### config.mk
export PLATFORM = sky130hd
export DESIGN_NAME = ltm_timers
export DESIGN_NICKNAME = d
export VERILOG_FILES = /design/src/verilog/ltm_pkg.sv /design/src/verilog/ltm_tick_if.sv /design/src/verilog/ltm_tick_gen.sv /design/src/verilog/ltm_timers.sv
export SDC_FILE = /design/constraint.sdc
export NUM_CORES = 1
export LEC_CHECK = 0
export BUFFER_PORTS_ARGS = -buffer_cell sky130_fd_sc_hd__buf_2
export CAP_MARGIN = 40
export CORE_MARGIN = 4
export CORE_UTILIZATION = 60
export CTS_CLUSTER_DIAMETER = 80
export DETAILED_ROUTE_END_ITERATION = 8
export GPL_TIMING_DRIVEN = 0
export PLACE_DENSITY_LB_ADDON = 0.15
export SYNTH_ARGS = -nofsm -noshare
export SYNTH_HDL_FRONTEND = slang
export SYNTH_HIERARCHICAL = 1
export SYNTH_SLANG_ARGS = --single-unit
### constraint.sdc
create_clock -name mclk_in -period 10.61 [get_ports mclk_in]
set_input_delay 0.5305 -clock mclk_in [delete_from_list [all_inputs] [get_ports mclk_in]]
set_output_delay 0.5305 -clock mclk_in [all_outputs]
set_load 0.1 [all_outputs]
### src/verilog/ltm_pkg.sv
// Notes on behaviour
// - Timer 0 gate bit set lets the gate pin hold off Timer 0 counting.
// - Mode 0 is a 5-bit low prescaler feeding the 8-bit high byte, 13 bits.
// - Mode 1 cascades full low and high bytes into a 16-bit counter.
// - Mode 2 counts the low byte and reloads it from the high byte on overflow.
// - Mode 3 is split mode for Timer 0 only; Timer 1 in mode 3 holds.
// - Split mode: low byte uses Timer 0 run and flag, high byte Timer 1's.
// - Mode field 00, 01, 10, 11 selects modes 0, 1, 2, 3.
// - Timer 2 offers reload counter, capture timer and baud generator.
// - Timer 2 has five registers: count pair, capture/reload pair, control.
// - Receive clock select picks Timer 2 or Timer 1 overflow for the receiver.
// - Transmit clock select picks Timer 2 or Timer 1 overflow for the transmitter.
// - Timer 2 counter select counts pin events, else internal clock.
// - Capture select set makes a trigger falling edge capture the count.
// - Timer 2 mode: stopped, baud, 16-bit auto-reload or 16-bit capture.
// - Reload on overflow, on trigger edge if enabled; baud reloads on overflow only.
// - Counter mode increments on each falling edge of the pin, sampled every clock.
// - Timer 0 and Timer 1 run bits enable and disable their timers, except that Timer 1 runs whatever its run bit while Timer 0 is in mode 3.
package ltm_pkg;
  localparam logic [7:0] LP_ADDR_TIMER01_CTRL = 8'h88;
  localparam logic [7:0] LP_ADDR_TIMER01_MODE = 8'h89;
  localparam logic [7:0] LP_ADDR_TIMER0_LOW = 8'h8A;
  localparam logic [7:0] LP_ADDR_TIMER1_LOW = 8'h8B;
  localparam logic [7:0] LP_ADDR_TIMER0_HIGH = 8'h8C;
  localparam logic [7:0] LP_ADDR_TIMER1_HIGH = 8'h8D;
  localparam logic [7:0] LP_ADDR_TIMER2_CTRL = 8'hC8;
  localparam logic [7:0] LP_ADDR_RELOAD_LOW = 8'hCA;
  localparam logic [7:0] LP_ADDR_RELOAD_HIGH = 8'hCB;
  localparam logic [7:0] LP_ADDR_TIMER2_LOW = 8'hCC;
  localparam logic [7:0] LP_ADDR_TIMER2_HIGH = 8'hCD;
  localparam logic [7:0] LP_RESET_BYTE = 8'h00;
  // Per-timer nibble of the mode register; Timer 1 sits in the upper nibble.
  localparam int LP_MODE_T1_LSB = 4;
  localparam int LP_CFG_GATE = 3;
  localparam int LP_CFG_COUNTER = 2;
  localparam int LP_CTRL_TF1 = 7;
  localparam int LP_CTRL_TR1 = 6;
  localparam int LP_CTRL_TF0 = 5;
  localparam int LP_CTRL_TR0 = 4;
  localparam int LP_T2_OVF_FLAG = 7;
  localparam int LP_T2_EDGE_FLAG = 6;
  localparam int LP_T2_RX_CLK = 5;
  localparam int LP_T2_TX_CLK = 4;
  localparam int LP_T2_TRIG_EN = 3;
  localparam int LP_T2_RUN = 2;
  localparam int LP_T2_COUNTER = 1;
  localparam int LP_T2_CAPTURE = 0;
  localparam logic [3:0] LP_TIMER_DIV = 4'hC;
  localparam logic [3:0] LP_BAUD_DIV = 4'h2;
  typedef enum logic [1:0] {
    LTM_MODE_13 = 2'h0,
    LTM_MODE_16 = 2'h1,
    LTM_MODE_8R = 2'h2,
    LTM_MODE_SPLIT = 2'h3
  } ltm_mode_type;
endpackage : ltm_pkg

### src/verilog/ltm_tick_if.sv
`timescale 1ns/1ps
interface ltm_tick_if;
  logic tick12;
  logic tick2;
  logic fall_t0;
  logic fall_t1;
  logic fall_t2;
  logic fall_timer2_trigger_pin;
  modport src (output tick12, tick2, fall_t0, fall_t1, fall_t2, fall_timer2_trigger_pin);
  modport snk (input tick12, tick2, fall_t0, fall_t1, fall_t2, fall_timer2_trigger_pin);
endinterface : ltm_tick_if

### src/verilog/ltm_tick_gen.sv
`timescale 1ns/1ps
module ltm_tick_gen
  import ltm_pkg::*;
(
  input wire logic clk_in, // System clock.
  input wire logic rst_n_in, // Synchronised reset, active low.
  input wire logic t0_pin_in, // Timer 0 event pin.
  input wire logic t1_pin_in, // Timer 1 event pin.
  input wire logic t2_pin_in, // Timer 2 event pin.
  input wire logic timer2_trigger_pin_pin_in, // Timer 2 trigger pin.
  ltm_tick_if.src tk // Ticks and edges.
);
  logic [3:0] div12_ff;
  logic [3:0] nxt_div12;
  logic [3:0] div2_ff;
  logic [3:0] nxt_div2;
  logic [3:0] pin_ff;
  logic [3:0] nxt_pin;
  logic [3:0] pins;

  assign pins = {timer2_trigger_pin_pin_in, t2_pin_in, t1_pin_in, t0_pin_in};

  always_comb
  begin
    nxt_div12 = (div12_ff == LP_TIMER_DIV - 4'h1) ? 4'h0 : div12_ff + 4'h1;
    nxt_div2 = (div2_ff == LP_BAUD_DIV - 4'h1) ? 4'h0 : div2_ff + 4'h1;
    nxt_pin = pins;
  end

  always_ff @(posedge clk_in or negedge rst_n_in)
  begin
    if (!rst_n_in)
    begin
      div12_ff <= 4'h0;
      div2_ff <= 4'h0;
      pin_ff <= 4'h0;
    end
    else
    begin
      div12_ff <= nxt_div12;
      div2_ff <= nxt_div2;
      pin_ff <= nxt_pin;
    end
  end

  assign tk.tick12 = (div12_ff == LP_TIMER_DIV - 4'h1);
  assign tk.tick2 = (div2_ff == LP_BAUD_DIV - 4'h1);
  // A pin held low through reset gives no edge, since the last sample resets low.
  assign tk.fall_t0 = pin_ff[0] & ~pins[0];
  assign tk.fall_t1 = pin_ff[1] & ~pins[1];
  assign tk.fall_t2 = pin_ff[2] & ~pins[2];
  assign tk.fall_timer2_trigger_pin = pin_ff[3] & ~pins[3];
endmodule : ltm_tick_gen

### src/verilog/ltm_timers.sv
`timescale 1ns/1ps
module ltm_timers
  import ltm_pkg::*;
(
  input wire logic mclk_in, // System clock, 100 MHz.
  input wire logic nrst_in, // Asynchronous reset, active low.
  input wire logic [7:0] sfr_addr_in, // Register address.
  input wire logic sfr_wr_in, // Write strobe, active high.
  input wire logic [7:0] sfr_wdata_in, // Write data.
  output logic [7:0] sfr_rdata_out, // Read data, one cycle after address.
  input wire logic t0_pin_in, // Timer 0 event pin.
  input wire logic t1_pin_in, // Timer 1 event pin.
  input wire logic t2_pin_in, // Timer 2 event pin.
  input wire logic timer2_trigger_pin_pin_in, // Timer 2 trigger pin.
  input wire logic timer0_gate_enable_pin_in, // Timer 0 gate pin, high lets it count.
  input wire logic timer1_gate_enable_pin_in, // Timer 1 gate pin, high lets it count.
  output logic tf0_out, // Timer 0 overflow flag.
  output logic tf1_out, // Timer 1 overflow flag.
  output logic tf2_out, // Timer 2 overflow flag.
  output logic timer2_pin_edge_flag_out, // Timer 2 trigger edge flag.
  output logic rx_baud_tick_out, // Serial receiver clock pulse.
  output logic tx_baud_tick_out // Serial transmitter clock pulse.
);
  logic [1:0] rst_pipe_ff;
  logic rst_n;
  logic [7:0] ctrl_ff, mode_ff, t2ctrl_ff, tl0_ff, th0_ff, tl1_ff, th1_ff;
  logic [7:0] tl2_ff, th2_ff, rldl_ff, rldh_ff, rdata_ff;
  logic [7:0] nxt_ctrl, nxt_mode, nxt_t2ctrl, nxt_tl0, nxt_th0, nxt_tl1, nxt_th1;
  logic [7:0] nxt_tl2, nxt_th2, nxt_rldl, nxt_rldh, nxt_rdata;
  logic rx_tick_ff, tx_tick_ff, nxt_rx_tick, nxt_tx_tick;
  logic [3:0] cfg0, cfg1;
  ltm_mode_type mode0, mode1;
  logic split0, inc0, inc0h, inc1, ovf0, ovf0h, ovf1, baud, inc2, ovf2, trig2;
  logic [16:0] step0, step1;
  logic [15:0] cnt2;
  logic wr_ctrl, wr_mode, wr_t2ctrl, wr_tl0, wr_th0, wr_tl1, wr_th1;
  logic wr_tl2, wr_th2, wr_rldl, wr_rldh;

  ltm_tick_if tk();

  ltm_tick_gen u_tick_gen (
    .clk_in(mclk_in),
    .rst_n_in(rst_n),
    .t0_pin_in(t0_pin_in),
    .t1_pin_in(t1_pin_in),
    .t2_pin_in(t2_pin_in),
    .timer2_trigger_pin_pin_in(timer2_trigger_pin_pin_in),
    .tk(tk)
  );

  always_ff @(posedge mclk_in or negedge nrst_in)
  begin
    if (!nrst_in)
      rst_pipe_ff <= 2'h0;
    else
      rst_pipe_ff <= {rst_pipe_ff[0], 1'b1};
  end
  assign rst_n = rst_pipe_ff[1];

  // Carry-out of the 16-bit sum lands in bit 16, so mode 1 needs no compare.
  function automatic logic [16:0] ltm_step(input ltm_mode_type m, input logic [7:0] lo,
                                            input logic [7:0] hi, input logic inc);
    logic [16:0] r;
    r = {1'b0, hi, lo};
    if (inc)
    begin
      unique case (m)
        LTM_MODE_13:
        begin
          r[4:0] = lo[4:0] + 5'h01;
          if (lo[4:0] == 5'h1F)
            r[15:8] = hi + 8'h01;
          r[16] = (lo[4:0] == 5'h1F) && (hi == 8'hFF);
        end
        LTM_MODE_16: r = {1'b0, hi, lo} + 17'h00001;
        LTM_MODE_8R:
        begin
          r[7:0] = (lo == 8'hFF) ? hi : lo + 8'h01;
          r[16] = (lo == 8'hFF);
        end
        LTM_MODE_SPLIT: r = {1'b0, hi, lo};
      endcase
    end
    return r;
  endfunction : ltm_step

  assign wr_ctrl = sfr_wr_in && (sfr_addr_in == LP_ADDR_TIMER01_CTRL);
  assign wr_mode = sfr_wr_in && (sfr_addr_in == LP_ADDR_TIMER01_MODE);
  assign wr_t2ctrl = sfr_wr_in && (sfr_addr_in == LP_ADDR_TIMER2_CTRL);
  assign wr_tl0 = sfr_wr_in && (sfr_addr_in == LP_ADDR_TIMER0_LOW);
  assign wr_th0 = sfr_wr_in && (sfr_addr_in == LP_ADDR_TIMER0_HIGH);
  assign wr_tl1 = sfr_wr_in && (sfr_addr_in == LP_ADDR_TIMER1_LOW);
  assign wr_th1 = sfr_wr_in && (sfr_addr_in == LP_ADDR_TIMER1_HIGH);
  assign wr_tl2 = sfr_wr_in && (sfr_addr_in == LP_ADDR_TIMER2_LOW);
  assign wr_th2 = sfr_wr_in && (sfr_addr_in == LP_ADDR_TIMER2_HIGH);
  assign wr_rldl = sfr_wr_in && (sfr_addr_in == LP_ADDR_RELOAD_LOW);
  assign wr_rldh = sfr_wr_in && (sfr_addr_in == LP_ADDR_RELOAD_HIGH);

  assign cfg0 = mode_ff[3:0];
  assign cfg1 = mode_ff[LP_MODE_T1_LSB +: 4];
  assign mode0 = ltm_mode_type'(cfg0[1:0]);
  assign mode1 = ltm_mode_type'(cfg1[1:0]);
  assign split0 = (mode0 == LTM_MODE_SPLIT);
  assign inc0 = ctrl_ff[LP_CTRL_TR0] && (!cfg0[LP_CFG_GATE] || timer0_gate_enable_pin_in)
                && (cfg0[LP_CFG_COUNTER] ? tk.fall_t0 : tk.tick12);
  // In split mode the high byte borrows Timer 1's run bit and gate.
  assign inc0h = split0 && ctrl_ff[LP_CTRL_TR1] && (!cfg1[LP_CFG_GATE] || timer1_gate_enable_pin_in) && tk.tick12;
  // Timer 1's run bit is taken in split mode, so Timer 1 then runs free for baud use.
  assign inc1 = (split0 || ctrl_ff[LP_CTRL_TR1]) && (!cfg1[LP_CFG_GATE] || timer1_gate_enable_pin_in)
                && (cfg1[LP_CFG_COUNTER] ? tk.fall_t1 : tk.tick12);
  assign step0 = ltm_step(mode0, tl0_ff, th0_ff, inc0);
  assign step1 = ltm_step(mode1, tl1_ff, th1_ff, inc1);
  assign ovf0 = split0 ? (inc0 && tl0_ff == 8'hFF) : step0[16];
  assign ovf0h = inc0h && (th0_ff == 8'hFF);
  assign ovf1 = step1[16];

  assign baud = t2ctrl_ff[LP_T2_RX_CLK] || t2ctrl_ff[LP_T2_TX_CLK];
  assign inc2 = t2ctrl_ff[LP_T2_RUN] && (t2ctrl_ff[LP_T2_COUNTER] ? tk.fall_t2 :
                (baud ? tk.tick2 : tk.tick12));
  assign cnt2 = {th2_ff, tl2_ff};
  assign ovf2 = inc2 && (cnt2 == 16'hFFFF);
  assign trig2 = t2ctrl_ff[LP_T2_TRIG_EN] && tk.fall_timer2_trigger_pin;

  always_comb
  begin
    logic [15:0] c2;
    logic [15:0] r2;
    c2 = cnt2 + {15'h0000, inc2};
    r2 = {rldh_ff, rldl_ff};
    if (ovf2 && (baud || !t2ctrl_ff[LP_T2_CAPTURE]))
      c2 = r2;
    if (trig2 && !baud && !t2ctrl_ff[LP_T2_CAPTURE])
      c2 = r2;
    if (trig2 && !baud && t2ctrl_ff[LP_T2_CAPTURE])
      r2 = cnt2;
    nxt_tl0 = wr_tl0 ? sfr_wdata_in : (split0 ? tl0_ff + {7'h00, inc0} : step0[7:0]);
    nxt_th0 = wr_th0 ? sfr_wdata_in : (split0 ? th0_ff + {7'h00, inc0h} : step0[15:8]);
    nxt_tl1 = wr_tl1 ? sfr_wdata_in : step1[7:0];
    nxt_th1 = wr_th1 ? sfr_wdata_in : step1[15:8];
    nxt_tl2 = wr_tl2 ? sfr_wdata_in : c2[7:0];
    nxt_th2 = wr_th2 ? sfr_wdata_in : c2[15:8];
    nxt_rldl = wr_rldl ? sfr_wdata_in : r2[7:0];
    nxt_rldh = wr_rldh ? sfr_wdata_in : r2[15:8];
    nxt_mode = wr_mode ? sfr_wdata_in : mode_ff;
    // Hardware sets win over a software clear in the same cycle.
    nxt_ctrl = wr_ctrl ? sfr_wdata_in : ctrl_ff;
    nxt_ctrl[LP_CTRL_TF0] = nxt_ctrl[LP_CTRL_TF0] | ovf0;
    nxt_ctrl[LP_CTRL_TF1] = nxt_ctrl[LP_CTRL_TF1] | (split0 ? ovf0h : ovf1);
    nxt_t2ctrl = wr_t2ctrl ? sfr_wdata_in : t2ctrl_ff;
    nxt_t2ctrl[LP_T2_OVF_FLAG] = nxt_t2ctrl[LP_T2_OVF_FLAG] | (ovf2 && !baud);
    nxt_t2ctrl[LP_T2_EDGE_FLAG] = nxt_t2ctrl[LP_T2_EDGE_FLAG] | trig2;
    nxt_rx_tick = t2ctrl_ff[LP_T2_RX_CLK] ? ovf2 : ovf1;
    nxt_tx_tick = t2ctrl_ff[LP_T2_TX_CLK] ? ovf2 : ovf1;
    unique case (sfr_addr_in)
      LP_ADDR_TIMER01_CTRL: nxt_rdata = ctrl_ff;
      LP_ADDR_TIMER01_MODE: nxt_rdata = mode_ff;
      LP_ADDR_TIMER0_LOW: nxt_rdata = tl0_ff;
      LP_ADDR_TIMER0_HIGH: nxt_rdata = th0_ff;
      LP_ADDR_TIMER1_LOW: nxt_rdata = tl1_ff;
      LP_ADDR_TIMER1_HIGH: nxt_rdata = th1_ff;
      LP_ADDR_TIMER2_CTRL: nxt_rdata = t2ctrl_ff;
      LP_ADDR_TIMER2_LOW: nxt_rdata = tl2_ff;
      LP_ADDR_TIMER2_HIGH: nxt_rdata = th2_ff;
      LP_ADDR_RELOAD_LOW: nxt_rdata = rldl_ff;
      LP_ADDR_RELOAD_HIGH: nxt_rdata = rldh_ff;
      default: nxt_rdata = LP_RESET_BYTE;
    endcase
  end

  always_ff @(posedge mclk_in or negedge rst_n)
  begin
    if (!rst_n)
    begin
      {ctrl_ff, mode_ff, t2ctrl_ff, tl0_ff, th0_ff, tl1_ff} <= {6{LP_RESET_BYTE}};
      {th1_ff, tl2_ff, th2_ff, rldl_ff, rldh_ff, rdata_ff} <= {6{LP_RESET_BYTE}};
      rx_tick_ff <= 1'b0;
      tx_tick_ff <= 1'b0;
    end
    else
    begin
      {ctrl_ff, mode_ff, t2ctrl_ff, tl0_ff, th0_ff, tl1_ff} <= {nxt_ctrl, nxt_mode, nxt_t2ctrl, nxt_tl0, nxt_th0,
                                                               nxt_tl1};
      {th1_ff, tl2_ff, th2_ff, rldl_ff, rldh_ff, rdata_ff} <= {nxt_th1, nxt_tl2, nxt_th2, nxt_rldl, nxt_rldh,
                                                               nxt_rdata};
      rx_tick_ff <= nxt_rx_tick;
      tx_tick_ff <= nxt_tx_tick;
    end
  end

  assign sfr_rdata_out = rdata_ff;
  assign tf0_out = ctrl_ff[LP_CTRL_TF0];
  assign tf1_out = ctrl_ff[LP_CTRL_TF1];
  assign tf2_out = t2ctrl_ff[LP_T2_OVF_FLAG];
  assign timer2_pin_edge_flag_out = t2ctrl_ff[LP_T2_EDGE_FLAG];
  assign rx_baud_tick_out = rx_tick_ff;
  assign tx_baud_tick_out = tx_tick_ff;
endmodule : ltm_timers

# After elaboration in Yosys (flattened, before gate mapping)
# Cells that the tools add are included.
# word_totals
regBits,112
output_inout_bits,14
word_cells,172
# classes
addsub,13
eq_ne,29
muxes,40
n_bitwise,12
reduce_logical,56
# op_table
operator,n
$mux W8,16
$eq A8 B8 Y1 const B,15
$pmux W8 S11,1
$mux W16,3
$add A16 B1 Y17 const B,2
$mux W17,2
$add A8 B1 Y8 const B,4
$pmux W8 S2,2
$logic_and A1 B1 Y1,30
$pmux W5 S3,2
$add A16 B1 Y16,1
$add A8 B1 Y8,2
$eq A16 B16 Y1 const B,1
$pmux W3 S2,2
$reduce_bool A3 Y1,4
$add A5 B1 Y5 const B,2
$eq A5 B5 Y1 const B,2
$add A4 B1 Y4 const B,2
$eq A2 B2 Y1 const B,4
$mux W1,8
$mux W4,2
$reduce_bool A2 Y1,4
$reduce_bool A4 Y1,2
$reduce_and A2 Y1,3
other kinds (15),34

# Longest topological paths before layout
# Gate-level depths: netlist of run 1.
# depth
word_depth,9
depth_mapped,12
ltp_nobuf,12

# Modules after synthesis
# Netlist of run 1, hierarchy kept.
# modules_own_cells
module,n_inst,cells_per_inst,area_per_inst_um2,seq_area_each_um2
ltm_timers,1,808,6991.7,2502.4
ltm_tick_gen,1,36,461.7,300.3

# Worst setup path before layout of run 1
# No wires, ideal clock.
# synth_timing
kind,register -> register
from,register u_tick_gen.div12_ff[0]
to,register tl2_ff[6]
setup_time_ps,121
arrival_time_ps,2545
required_time_ps,10489
slack_ps,7945
stages_incl_launch_ff,13
n_path_buf,0
synth_period_minus_slack_ps,2665
cell_sequence,dfrtp_1 > ha_1 > and3b_1 > nor3b_1 > o311ai_2 > inv_1 > ha_1 > ha_1 > nand3_1 > nor2_1 > xnor2_1 > o21ai_0 > a22o_1
# synth_between
elab_chain_len,9
word_cells_on_any_way,10
classes_between,add/sub (1); eq/ne (1); mux (5); reduce/logical (3)
# synth_rtl
element,line,source
"start, declared",ltm_tick_gen.sv:13,logic [3:0] div12_ff;
"start signal, assigned",ltm_tick_gen.sv:40,div12_ff <= nxt_div12;
$eq A4 B4 Y1 *,ltm_tick_gen.sv:46,assign tk.tick12 = (div12_ff == LP_TIMER_DIV - 4'h1);
named net tk.tick12,ltm_tick_if.sv:3,logic tick12;
$mux W1 *,ltm_timers.sv:119,(baud ? tk.tick2 : tk.tick12));
$mux W1 *,ltm_timers.sv:118,assign inc2 = t2ctrl_ff[LP_T2_RUN] && (t2ctrl_ff[LP_T2_COUNTER] ? tk.fall_t2 :
$logic_and A1 B1 Y1 *,ltm_timers.sv:118,
"parallel branches: the longest is 2 deep, another holds $add A16 B1 Y16",n/a,
$mux W16 *,ltm_timers.sv:130,if (ovf2 && (baud || !t2ctrl_ff[LP_T2_CAPTURE]))
$mux W16 *,ltm_timers.sv:132,if (trig2 && !baud && !t2ctrl_ff[LP_T2_CAPTURE])
$mux W8 *,ltm_timers.sv:140,nxt_tl2 = wr_tl2 ? sfr_wdata_in : c2[7:0];
named net nxt_tl2[6],ltm_timers.sv:29,"logic [7:0] nxt_tl2, nxt_th2, nxt_rldl, nxt_rldh, nxt_rdata;"
"end signal, assigned",ltm_timers.sv:175,"{th1_ff, tl2_ff, th2_ff, rldl_ff, rldh_ff, rdata_ff} <= {6{LP_RESET_BYTE}};"
"end signal, assigned",ltm_timers.sv:183,"{th1_ff, tl2_ff, th2_ff, rldl_ff, rldh_ff, rdata_ff} <= {nxt_th1, nxt_tl2, nxt_th2, nxt_rldl, nxt_rldh,"
"end, declared",ltm_timers.sv:27,"logic [7:0] tl2_ff, th2_ff, rldl_ff, rldh_ff, rdata_ff;"
# Mark *: on every way through the listed nets, which the timed path passes.
# A chain may end at the register's enable or synchronous reset.

# Worst setup path after layout of run 1
# layout_timing
from,register mode_ff[0]
to,register th0_ff[4]
# layout_between
elab_chain_len,7
word_cells_on_any_way,15
classes_between,add/sub (1); eq/ne (3); mux (4); reduce/logical (7)
# layout_rtl
element,line,source
"start, declared",ltm_timers.sv:26,"logic [7:0] ctrl_ff, mode_ff, t2ctrl_ff, tl0_ff, th0_ff, tl1_ff, th1_ff;"
"start signal, assigned",ltm_timers.sv:174,"{ctrl_ff, mode_ff, t2ctrl_ff, tl0_ff, th0_ff, tl1_ff} <= {6{LP_RESET_BYTE}};"
"start signal, assigned",ltm_timers.sv:181,"{ctrl_ff, mode_ff, t2ctrl_ff, tl0_ff, th0_ff, tl1_ff} <= {nxt_ctrl, nxt_mode, nxt_t2ctrl, nxt_tl0, nxt_th0,"
$eq A2 B2 Y1,ltm_timers.sv:103,assign split0 = (mode0 == LTM_MODE_SPLIT);
$logic_and A1 B1 Y1 (3 in a row),ltm_timers.sv:107,assign inc0h = split0 && ctrl_ff[LP_CTRL_TR1] && (!cfg1[LP_CFG_GATE] || timer1_gate_enable_pin_in) && tk.tick1 ...
$add A8 B1 Y8,ltm_timers.sv:137,"nxt_th0 = wr_th0 ? sfr_wdata_in : (split0 ? th0_ff + {7'h00, inc0h} : step0[15:8]);"
$mux W8 (2 in a row),ltm_timers.sv:137,
"end signal, assigned",ltm_timers.sv:174,
"end signal, assigned",ltm_timers.sv:181,
"end, declared",ltm_timers.sv:26,
# Several ways; a longest one is shown, not always the timed one. The select of a mux whose other input is x is not followed.

==> results of run 1 <==
## layout by cell type (no fill, tap or decap), drive strengths merged, types with 17 or more instances in the layout
master / synthesis / routed
dfrtp: 112 / 112
nand2: 86 / 86
o21ai: 73 / 73
buf: 22 / 60
clkbuf: 45 / 55
nor2: 50 / 50
nand3: 39 / 39
a21oi: 37 / 37
mux2i: 34 / 34
inv: 24 / 27
ha: 22 / 22
nor3: 20 / 20
xnor2: 18 / 18
a22o: 17 / 17
## final cells by class
type	instances	share of cell area [%]
sequential	112	34.2
tap	168	2.56
multi-input combinational	641	52.1
inverter	24	1.10
buffer	67	3.47
timing repair buffer	40	2.88
clock buffer	9	2.74
clock inverter	7	1.02
## through the flow
step	util, %	power (mW)	area, um2
after floorplan	-	0.777	7450
final	68.1	1.25	8210
after CTS	68.0	1.24	8200
after global routing	68.1	1.30	8210
after global placement	64.9	0.873	7830
after detailed placement	65.3	0.886	7880
## logic make-up after synthesis
family / share of synthesized area [%]
compound gates: 21.9
buf+inv: 5.04
mux: 7.03
xor+xnor: 3.76
other cells: 0.0503
simple gates: 20.9
fa+ha+maj: 3.69
flops: 37.6
## power by group through the flow
stage	combinational, mW	clock (mW)	sequential, mW
final	0.317	0.355	0.578
after detailed placement	0.306	0	0.580
after floorplan	0.213	0	0.564
after global placement	0.290	0	0.583
after global routing	0.347	0.376	0.582
after CTS	0.309	0.355	0.572
## worst max-delay path: stages, from the launching register on
cell	delay [ns]
dfrtp_1	0.42
ha_1	0.39
clkbuf_1	0.50
clkbuf_1	0.54
nand3_1	0.14
nor2_1	0.18
ha_1	0.24
ha_1	0.25
nand3_1	0.11
xor2_1	0.17
o21ai_0	0.09
o221ai_1	0.19
nand3_1	0.09
## how the worst max path moves through the flow
stage	to	slack, ns	cells after the start
finish	th0_ff[4]	7.17	12
global route	th0_ff[4]	6.98	12
CTS	th0_ff[4]	7.30	12
detailed placement	th0_ff[4]	7.32	12
global placement	rldl_ff[3]	6.01	0
floorplan	ctrl_ff[0]	7.26	0
## layer usage
layer | part of all wire [%] | vias to the layer above | track usage [%] | routed length, um
met5 | 0 | - | 0 | 0
met4 | 4.0 | 0 | 12.1 | 972
met3 | 13 | 99 | 10.1 | 3130
met2 | 43 | 536 | 50.0 | 10500
met1 | 41 | 3474 | 49.2 | 9980
li1 | - | 3250 | - | -
## synth_stat cells, drive strengths merged, types with 4 or more instances
master  count  area share, %
a21oi      37            2.5
nand2b      8           0.67
clkbuf     45            2.3
nand3      39            2.6
o22ai       7           0.59
or4         5           0.55
nor2b      10           0.84
xor2       14            1.6
nor3b       4           0.40
nor4       14            1.5
nand4      13            1.4
nand4b      5           0.59
inv        24            1.2
nand2      86            4.3
o31ai       9            1.1
buf        22            1.5
mux2       16            2.5
nor2       50            2.6
a211o       5           0.59
o21a        5           0.50
mux2i      34            4.6
nor3       20            1.3
and3       15            1.3
xnor2      18            2.1
a222oi      9            1.2
a22o       17            2.0
a221oi      6           0.71
a31oi      15            1.3
or3         7           0.59
and2        5           0.42
ha         22            3.7
a22oi      16            1.6
a211oi      7           0.71
dfrtp     112             38
o211ai      5           0.50
o21ai      73            4.9
## state kept, by name, summed over array words and instances, names as in the netlist
name / count
u_tick_gen/pin_ff: 4
t2ctrl_ff: 8
tl1_ff: 8
th2_ff: 8
u_tick_gen/div2_ff: 4
tx_baud_tick_out: 1
rldl_ff: 8
rx_baud_tick_out: 1
tl2_ff: 8
rst_pipe_ff: 2
th1_ff: 8
rldh_ff: 8
tl0_ff: 8
mode_ff: 8
u_tick_gen/div12_ff: 4
sfr_rdata_out: 8
ctrl_ff: 8
th0_ff: 8
==> run summary, run 1 <==
Vias in the first global route: 6795
GP Congestion: 0.965
Syn avg cell area: 8.83 um2
Worst r2r src: mode_ff[0]
Worst VDD drop: 0.0000925 V
Path type of the worst min-delay path: in -> reg
Worst Setup Path Type: reg -> reg
Clock power frac: 28.4%
Top_reg_cell synth: dfrtp_1
Worst-path clk slew: 0.08 ns
CTS Root Cell: clkbuf_16
WHS Path Cells: 1
Leakage: 3.58 nW
Net Sw Frac: 37.9%
Startpoint class of the critical path: flip-flop
Register area: 2810 um2
First DRT Iteration DRCs: 1173
Setup WS pre-CTS: 7.32 ns
Cell count after synthesis: 844
Die Height: 119 um
Total negative slack: 0 ns
Clock Latency Late Sink: 0.37 ns
Seq pwr share: 46.3%
CP Capture Type: flip-flop
Vias per cell: 6.89
Number of synthesized register bits: 112
Crit path max fanout: 10
HP Start: t0_pin_in
Initial antenna violation count: 0
Worst-margin pin slew: 0.988 ns
Mapped cell area: 7450 um2
Final Hold Slack: 0.273 ns
# setup viols final: 0
CTS resizes: 0
WL per Instance: 23.0 um
Die Wd: 119 um
Final min period: 3.44 ns
DRC violations left: 0
Largest net degree at the start of global routing: 66
Final period util: 32.5%
Worst setup startpoint: mode_ff[0]
Total track usage: 34.5%
NetSw: 0.473 mW
Clock buffer depth: 2
I/O Pins: 39
Pre-antenna DRT Iters: 7
Number of buffers created by CTS: 9
Placed Cells: 1049
Ys async rst share: 100%
Total grt overflow: 0
Via count: 7359
Setup ws final: 7.17 ns
Postcts setup bufs: 0
Sequential cell area fraction in the yosys report: 37.6%
Fin nets: 942
Antenna-violating nets left: 0
Worst EP required: 10.87 ns
IO Port Bufs: 34
Final setup skew: 0.00711 ns
Slew margin rel.: 34.1%
Routed WL: 24600 um
Slew Limit Fails: 0
Syn Nets: 891
Flop2flop setup slack: 7.17 ns
Worst Hold Path EP: u_tick_gen/pin_ff[0]
Outcome: finished, final reports clean
Combinational share of power: 25.4%
Fin. Hold Viols: 0
Synth warn: 6
Internal power: 0.777 mW
Std-Cell Rows: 40
Netlist cell types: 79
CTS H-Tree Depth: 3
Pwr dens: 152 nW/um2
Critical Path AT: 3.70 ns
Multi-input gate area: 4280 um2
First-pass GRT wire length: 38400 um
Core Area: 12100 um2
Starting Density: 61.8%
Non-filler cells, final: 1068
Fmax: 0.290 GHz
Ant diodes: 0
RSZ-0062 raised after global routing: no
Sink Count: 112
Layout area overhead: 10.2%
Die area: 14300 um2
Dpl hpwl: 17400 um
Post-synth EDFFs: 0
Layout cell share with drive strength beyond 1: 11.1%
Fillcell total: 1000
CTS tree: done
Hold Buf Count CTS: 1
FF-to-FF End: th0_ff[4]
Cells on worst reg2reg path: 12
Max-cap violation count: 0
No activity file was read; power rests on OpenSTA's default activity.
==> inputs of run 2 (changes only) <==
ABC_AREA = 1   (was default)
clock period = 3.5 ns   (was 10.61 ns; I/O delays follow)
==> run 2 against run 1 <==
Final cell count rose by 27%. Sequential share of layout area fell by 1.7 points. Sequential power rose to 2.8 times the previous value. Total power rose to 2.6 times the previous value. Routed wire length fell by 0.87%. Global-route usage fell by 0.38 points. Core utilization fell by 0.14 points. Fmax rose by 19%. Register-to-register slack got worse by 6.6 ns. Synthesized cell count rose by 33%. Sequential cell count did not move.
==> run summary, run 2 <==
Path type of the worst min-delay path: in -> async
Total power: 3.23 mW
Metal3 WL: 2100 um
DRC violations left: 0
Syn Nets: 1171
Total negative slack: 0 ns
Count leader, synth: nand2_1
Syn avg cell area: 6.98 um2
Cell count after synthesis: 1124
Combinational share of power: 16.7%
Critical Path AT: 3.21 ns
Final min period: 2.90 ns
Internal power: 2.11 mW
Slew margin rel.: 38.6%
Largest net degree at the start of global routing: 63
Setup WS pre-CTS: 0.705 ns
Worst VDD drop: 0.000344 V
Post-synth EDFFs: 0
Fin. Hold Viols: 0
Die area: 15000 um2
Fin nets: 1225
Fillcell total: 1198
IO Port Bufs: 37
CTS tree: done
Worst-margin pin slew: 0.912 ns
Clock Latency Late Sink: 0.37 ns
Dpl hpwl: 18200 um
Antenna-violating nets left: 0
Slew Limit Fails: 0
Synth area leader: dfrtp_1
Cells on worst reg2reg path: 12
# setup viols final: 0
Clock buffer depth: 2
CTS H-Tree Depth: 3
NetSw: 1.12 mW
Most frequent cells in the layout: 317 x nand2_1, 162 x inv_1, 139 x nand3_1
Post-Place Cell Area: 8280 um2
Number of buffers created by CTS: 9
Ys async rst share: 100%
Met2 WL: 11100 um
Die Wd: 122 um
Top-area cell type share of the netlist area: 35.7%
Met1 WL: 9970 um
Final setup skew: 0.00654 ns
Worst Setup Path Type: reg -> reg
Fmax: 0.345 GHz
Outcome: finished, final reports clean
Starting Density: 61.7%
Total grt overflow: 0
Clock power frac: 34.2%
Crit path max fanout: 10
Pre-antenna DRT Iters: 6
Commonest non-fill, non-tap cell in the layout: nand2_1
Postcts setup bufs: 0
Top_reg_cell synth: dfrtp_1
Vias per cell: 5.82
I/O Pins: 39
Mapped cell area: 7840 um2
Startpoint class of the critical path: flip-flop
Layout cell share with drive strength beyond 1: 11.7%
Layout area overhead: 10.2%
Via count: 7882
Sink Count: 112
Number of synthesized register bits: 112
Worst-path clk slew: 0.09 ns
Std-Cell Rows: 41
Worst EP required: 3.81 ns
Seq pwr share: 49.1%
Final period util: 82.8%
Routed WL: 24400 um
Core Area: 12700 um2
Top Metal Used: met4
Pwr dens: 374 nW/um2
Initial antenna violation count: 0
WL per Instance: 18.0 um
First-pass GRT wire length: 39100 um
Final Cell Area: 8640 um2
Hold Buf Count CTS: 5
Vias in the first global route: 7383
Leakage: 4.40 nW
Total track usage: 34.1%
Synth top area cells: dfrtp_1 36%, nand2_1 15%, nand3_1 8.9%
Net Sw Frac: 34.8%
Setup ws final: 0.602 ns
Die Height: 122 um
CTS resizes: 0
RSZ-0062 raised after global routing: no
Synth warn: 6
GP Congestion: 1.02
Synth top cells by count: 317 x nand2_1, 162 x inv_1, 139 x nand3_1
Sequential cell area fraction in the yosys report: 35.7%
Max-cap violation count: 0
First DRT Iteration DRCs: 1099
CP Capture Type: flip-flop
Ant diodes: 0
CTS Root Cell: clkbuf_16
Netlist cell types: 42
Core Util, Final: 67.9%
## run 2: changes by cell type in the layout (fill, tap and decap cells not counted), moves of 31 or more
cell	delta
nand2_1	+231
nor2_1	+31
clkbuf_1	-36
mux2i_1	-34
inv_1	+138
nand3_1	+100
## run 2: through the flow
step	hold slack (ns)	cells
after detailed placement	-0.0373	1334
after global routing	0.121	1355
after CTS	0.105	1355
after floorplan	-0.121	1124
final	0.115	1355
after global placement	-0.0378	1333
## run 2: path summary, 6_finish.rpt
kind / startpoint / end / slack (ns)
max: mode_ff[0] / th0_ff[6] / 0.60
min: nrst_in / rst_pipe_ff[1] / 0.12
max reg2reg: mode_ff[0] / th0_ff[6] / 0.60
min reg2reg: rst_pipe_ff[0] / rst_pipe_ff[1] / 0.36
max in group asynchronous: rst_pipe_ff[1] / tl1_ff[6] / 2.30
min in group mclk_in: sfr_wdata_in[4] / th2_ff[4] / 0.13
## run 2: layout make-up
type                            count  area (um2)  area share, %
Multi-Input combinational cell    816        4230           49.0
Sequential cell                   112        2810           32.5
Inverter                          172         646           7.47
Timing Repair Buffer               43         263           3.04
Clock buffer                        9         225           2.61
Tap cell                          172         215           2.49
Buffer                             24         163           1.88
Clock inverter                      7        93.8           1.09
## run 2: metal layers
layer / track usage, % / vias to the layer above
met5: 0 / -
met4: 14.8 / 0
met3: 7.83 / 76
met2: 54.1 / 377
met1: 44.8 / 3676
li1: - / 3753
## run 2: kinds of logic after synthesis
| group | share of synthesized area, % |
|---|---|
| AND/OR/NAND/NOR | 35.1 |
| multiplexers | 0.144 |
| XOR/XNOR | 2.57 |
| flip-flops | 35.7 |
| other | 0.0478 |
| AO/OA/AOI/OAI | 12.6 |
| buffers and inverters | 10.3 |
| adder cells (fa/ha/maj) | 3.51 |
## run 2: power groups by stage
stage                     Combinational (mW)  Clock (mW)  Sequential (mW)
after floorplan                        0.335           0             1.59
after global placement                 0.504           0             1.61
after detailed placement               0.528           0             1.60
after CTS                              0.534        1.12             1.58
after global routing                   0.609        1.17             1.60
final                                  0.541        1.10             1.59
## run 2: worst max-delay path: stages, from the launching register on
cell and delay, ns:
dfrtp_1 0.42, ha_1 0.27, inv_1 0.13, clkbuf_1 0.31, nor4_1 0.64, ha_1 0.30, ha_1 0.18, inv_1 0.07
o21ai_0 0.19, o211ai_1 0.12, nand3_1 0.11, nand2_1 0.05, nand2_1 0.04
==> inputs of run 3 (changes only) <==
clock period = 2.8 ns   (was 3.5 ns; I/O delays follow)
==> run 3 against run 2 <==
Clock-buffer cell count grew 1. Clock skew grew 0.0042 ns. First-iteration DRC count shrank 18%. Worst hold slack lost 0.040 ns. Routed wire length shrank 1.7%. Sequential share of layout area is essentially flat. Die area is the same. Sequential power grew 25%. Design area shrank 0.10%.
==> run summary, run 3 (synthesized netlist as in run 2, its figures left out) <==
Worst setup startpoint: mode_ff[0]
CTS Root Cell: clkbuf_16
Final setup skew: 0.0107 ns
Non-filler cells, final: 1354
Critical Path AT: 2.85 ns
# setup viols final: 0
CP Capture Type: flip-flop
Clock Latency Late Sink: 0.37 ns
Die Height: 122 um
Setup WS pre-CTS: 0.0532 ns
Total grt overflow: 0
Startpoint class of the critical path: flip-flop
Clock buffer depth: 2
Via count: 7801
Vias per cell: 5.76
Most frequent cells in the layout: 317 x nand2_1, 162 x inv_1, 139 x nand3_1
CTS tree: done
Crit-path slowest cell: dfrtp_1
Dpl hpwl: 18000 um
Setup ws final: 0.231 ns
Ant diodes: 0
Core Area: 12700 um2
Path type of the worst min-delay path: in -> async
Fmax: 0.389 GHz
CTS H-Tree Depth: 3
CP most frequent cell: o21ai_0
First-pass GRT wire length: 38300 um
Final min period: 2.57 ns
Postcts setup bufs: 0
Antenna-violating nets left: 0
CP bufs+invs: 2
Std-Cell Rows: 41
Commonest non-fill, non-tap cell in the layout: nand2_1
Outcome: finished, final reports clean
WL per Instance: 17.7 um
Routed WL: 24000 um
Critical path, cell by cell: ha_1, inv_1, a21oi_1, and2_1, buf_2, o21ai_0, nor2_1, nand2_1, o21ai_0
RSZ-0062 raised after global routing: no
Pre-antenna DRT Iters: 6
Fin nets: 1224
Leakage: 4.39 nW
Layout area overhead: 10.1%
Worst-path clk slew: 0.08 ns
Initial antenna violation count: 0
Worst VDD drop: 0.000415 V
Slew Limit Fails: 0
Crit path max fanout: 13
CP top delay family: compound AO/OA/AOI/OAI gates
Die Wd: 122 um
Vias in the first global route: 7194
Max-cap violation count: 0
Sink Count: 112
Pwr dens: 461 nW/um2
Fin. Hold Viols: 0
GP Congestion: 0.977
Worst-margin pin slew: 0.739 ns
Die area: 15000 um2
Starting Density: 61.7%
Layout cell share with drive strength beyond 1: 11.8%
Final period util: 91.8%
First DRT Iteration DRCs: 897
IO Port Bufs: 37
I/O Pins: 39
Delay of the slowest cell on the worst path: 0.46 ns
Largest net degree at the start of global routing: 58
DRC violations left: 0
Worst Setup Path Type: reg -> reg
Worst EP required: 3.08 ns
Placed Cells: 1334
Worst r2r src: mode_ff[0]
Slew margin rel.: 50.7%
Number of buffers created by CTS: 9
Total track usage: 33.6%
Total negative slack: 0 ns
-- run 3: cell count changes in the layout (fill, tap and decap cells not counted) --
cell     change
inv_12       -2
inv_6        +1
nor4_1       -1
nor4_4       +1
o21ai_0      -1
o21ai_1      +1
-- run 3: layout make-up --
type / count / area (um2)
multi-input combinational: 816 / 4250
clock buffer: 10 / 229
fill: 1207 / 4090
buffer: 23 / 159
clock inverter: 6 / 70.1
tap: 172 / 215
timing repair buffer: 43 / 263
sequential: 112 / 2810
inverter: 172 / 646
-- run 3: stage by stage --
step	hold WS (ns)	power (mW)	instance area [um2]	utilization [%]
finish	0.0747	3.98	8640	67.9
CTS	0.0665	3.97	8620	67.8
floorplan	-0.156	2.41	7850	-
global placement	-0.0724	2.64	8250	64.8
detailed placement	-0.0713	2.66	8280	65.0
global route	0.0978	4.16	8640	67.9
-- run 3: metal layers --
metal	global-route usage [%]	part of all wire, %	wire, um
met1	46.1	41	9730
met2	51.7	45	10800
met3	5.76	9.0	2150
met4	16.4	5.2	1240
met5	0	0	0
-- run 3: report_power, final --
| part | internal [mW] | switching (mW) | total [mW] |
|---|---|---|---|
| logic | 0.221 | 0.453 | 0.674 |
| registers | 1.76 | 0.221 | 1.98 |
| clock network | 0.636 | 0.695 | 1.33 |
| total | 2.62 | 1.37 | 3.98 |
-- run 3: worst reg2reg max path, stage by stage (launching register included) --
cell,delay (ns)
dfrtp_1,0.46
ha_1,0.31
inv_1,0.32
a21oi_1,0.40
and2_1,0.18
buf_2,0.16
o21ai_0,0.09
nor2_1,0.19
nand2_1,0.16
o21ai_0,0.22
-- run 3: timing repair --
item	4_1_cts	5_1_grt
hold buffers	5	0
setup endpoints to repair	0	11
endpoints found under the hold margin	6	0
gates resized for setup	0	3
-- run 3: path summary, 6_finish.rpt --
path	endpoint	slack (ns)	cells past startpoint
max in group asynchronous	tl1_ff[4]	1.67	1
min reg2reg	rst_pipe_ff[1]	0.36	0
max	rx_baud_tick_out	0.23	9
min	rst_pipe_ff[1]	0.07	2
max reg2reg	rx_baud_tick_out	0.23	9
min in group mclk_in	tl2_ff[2]	0.09	3
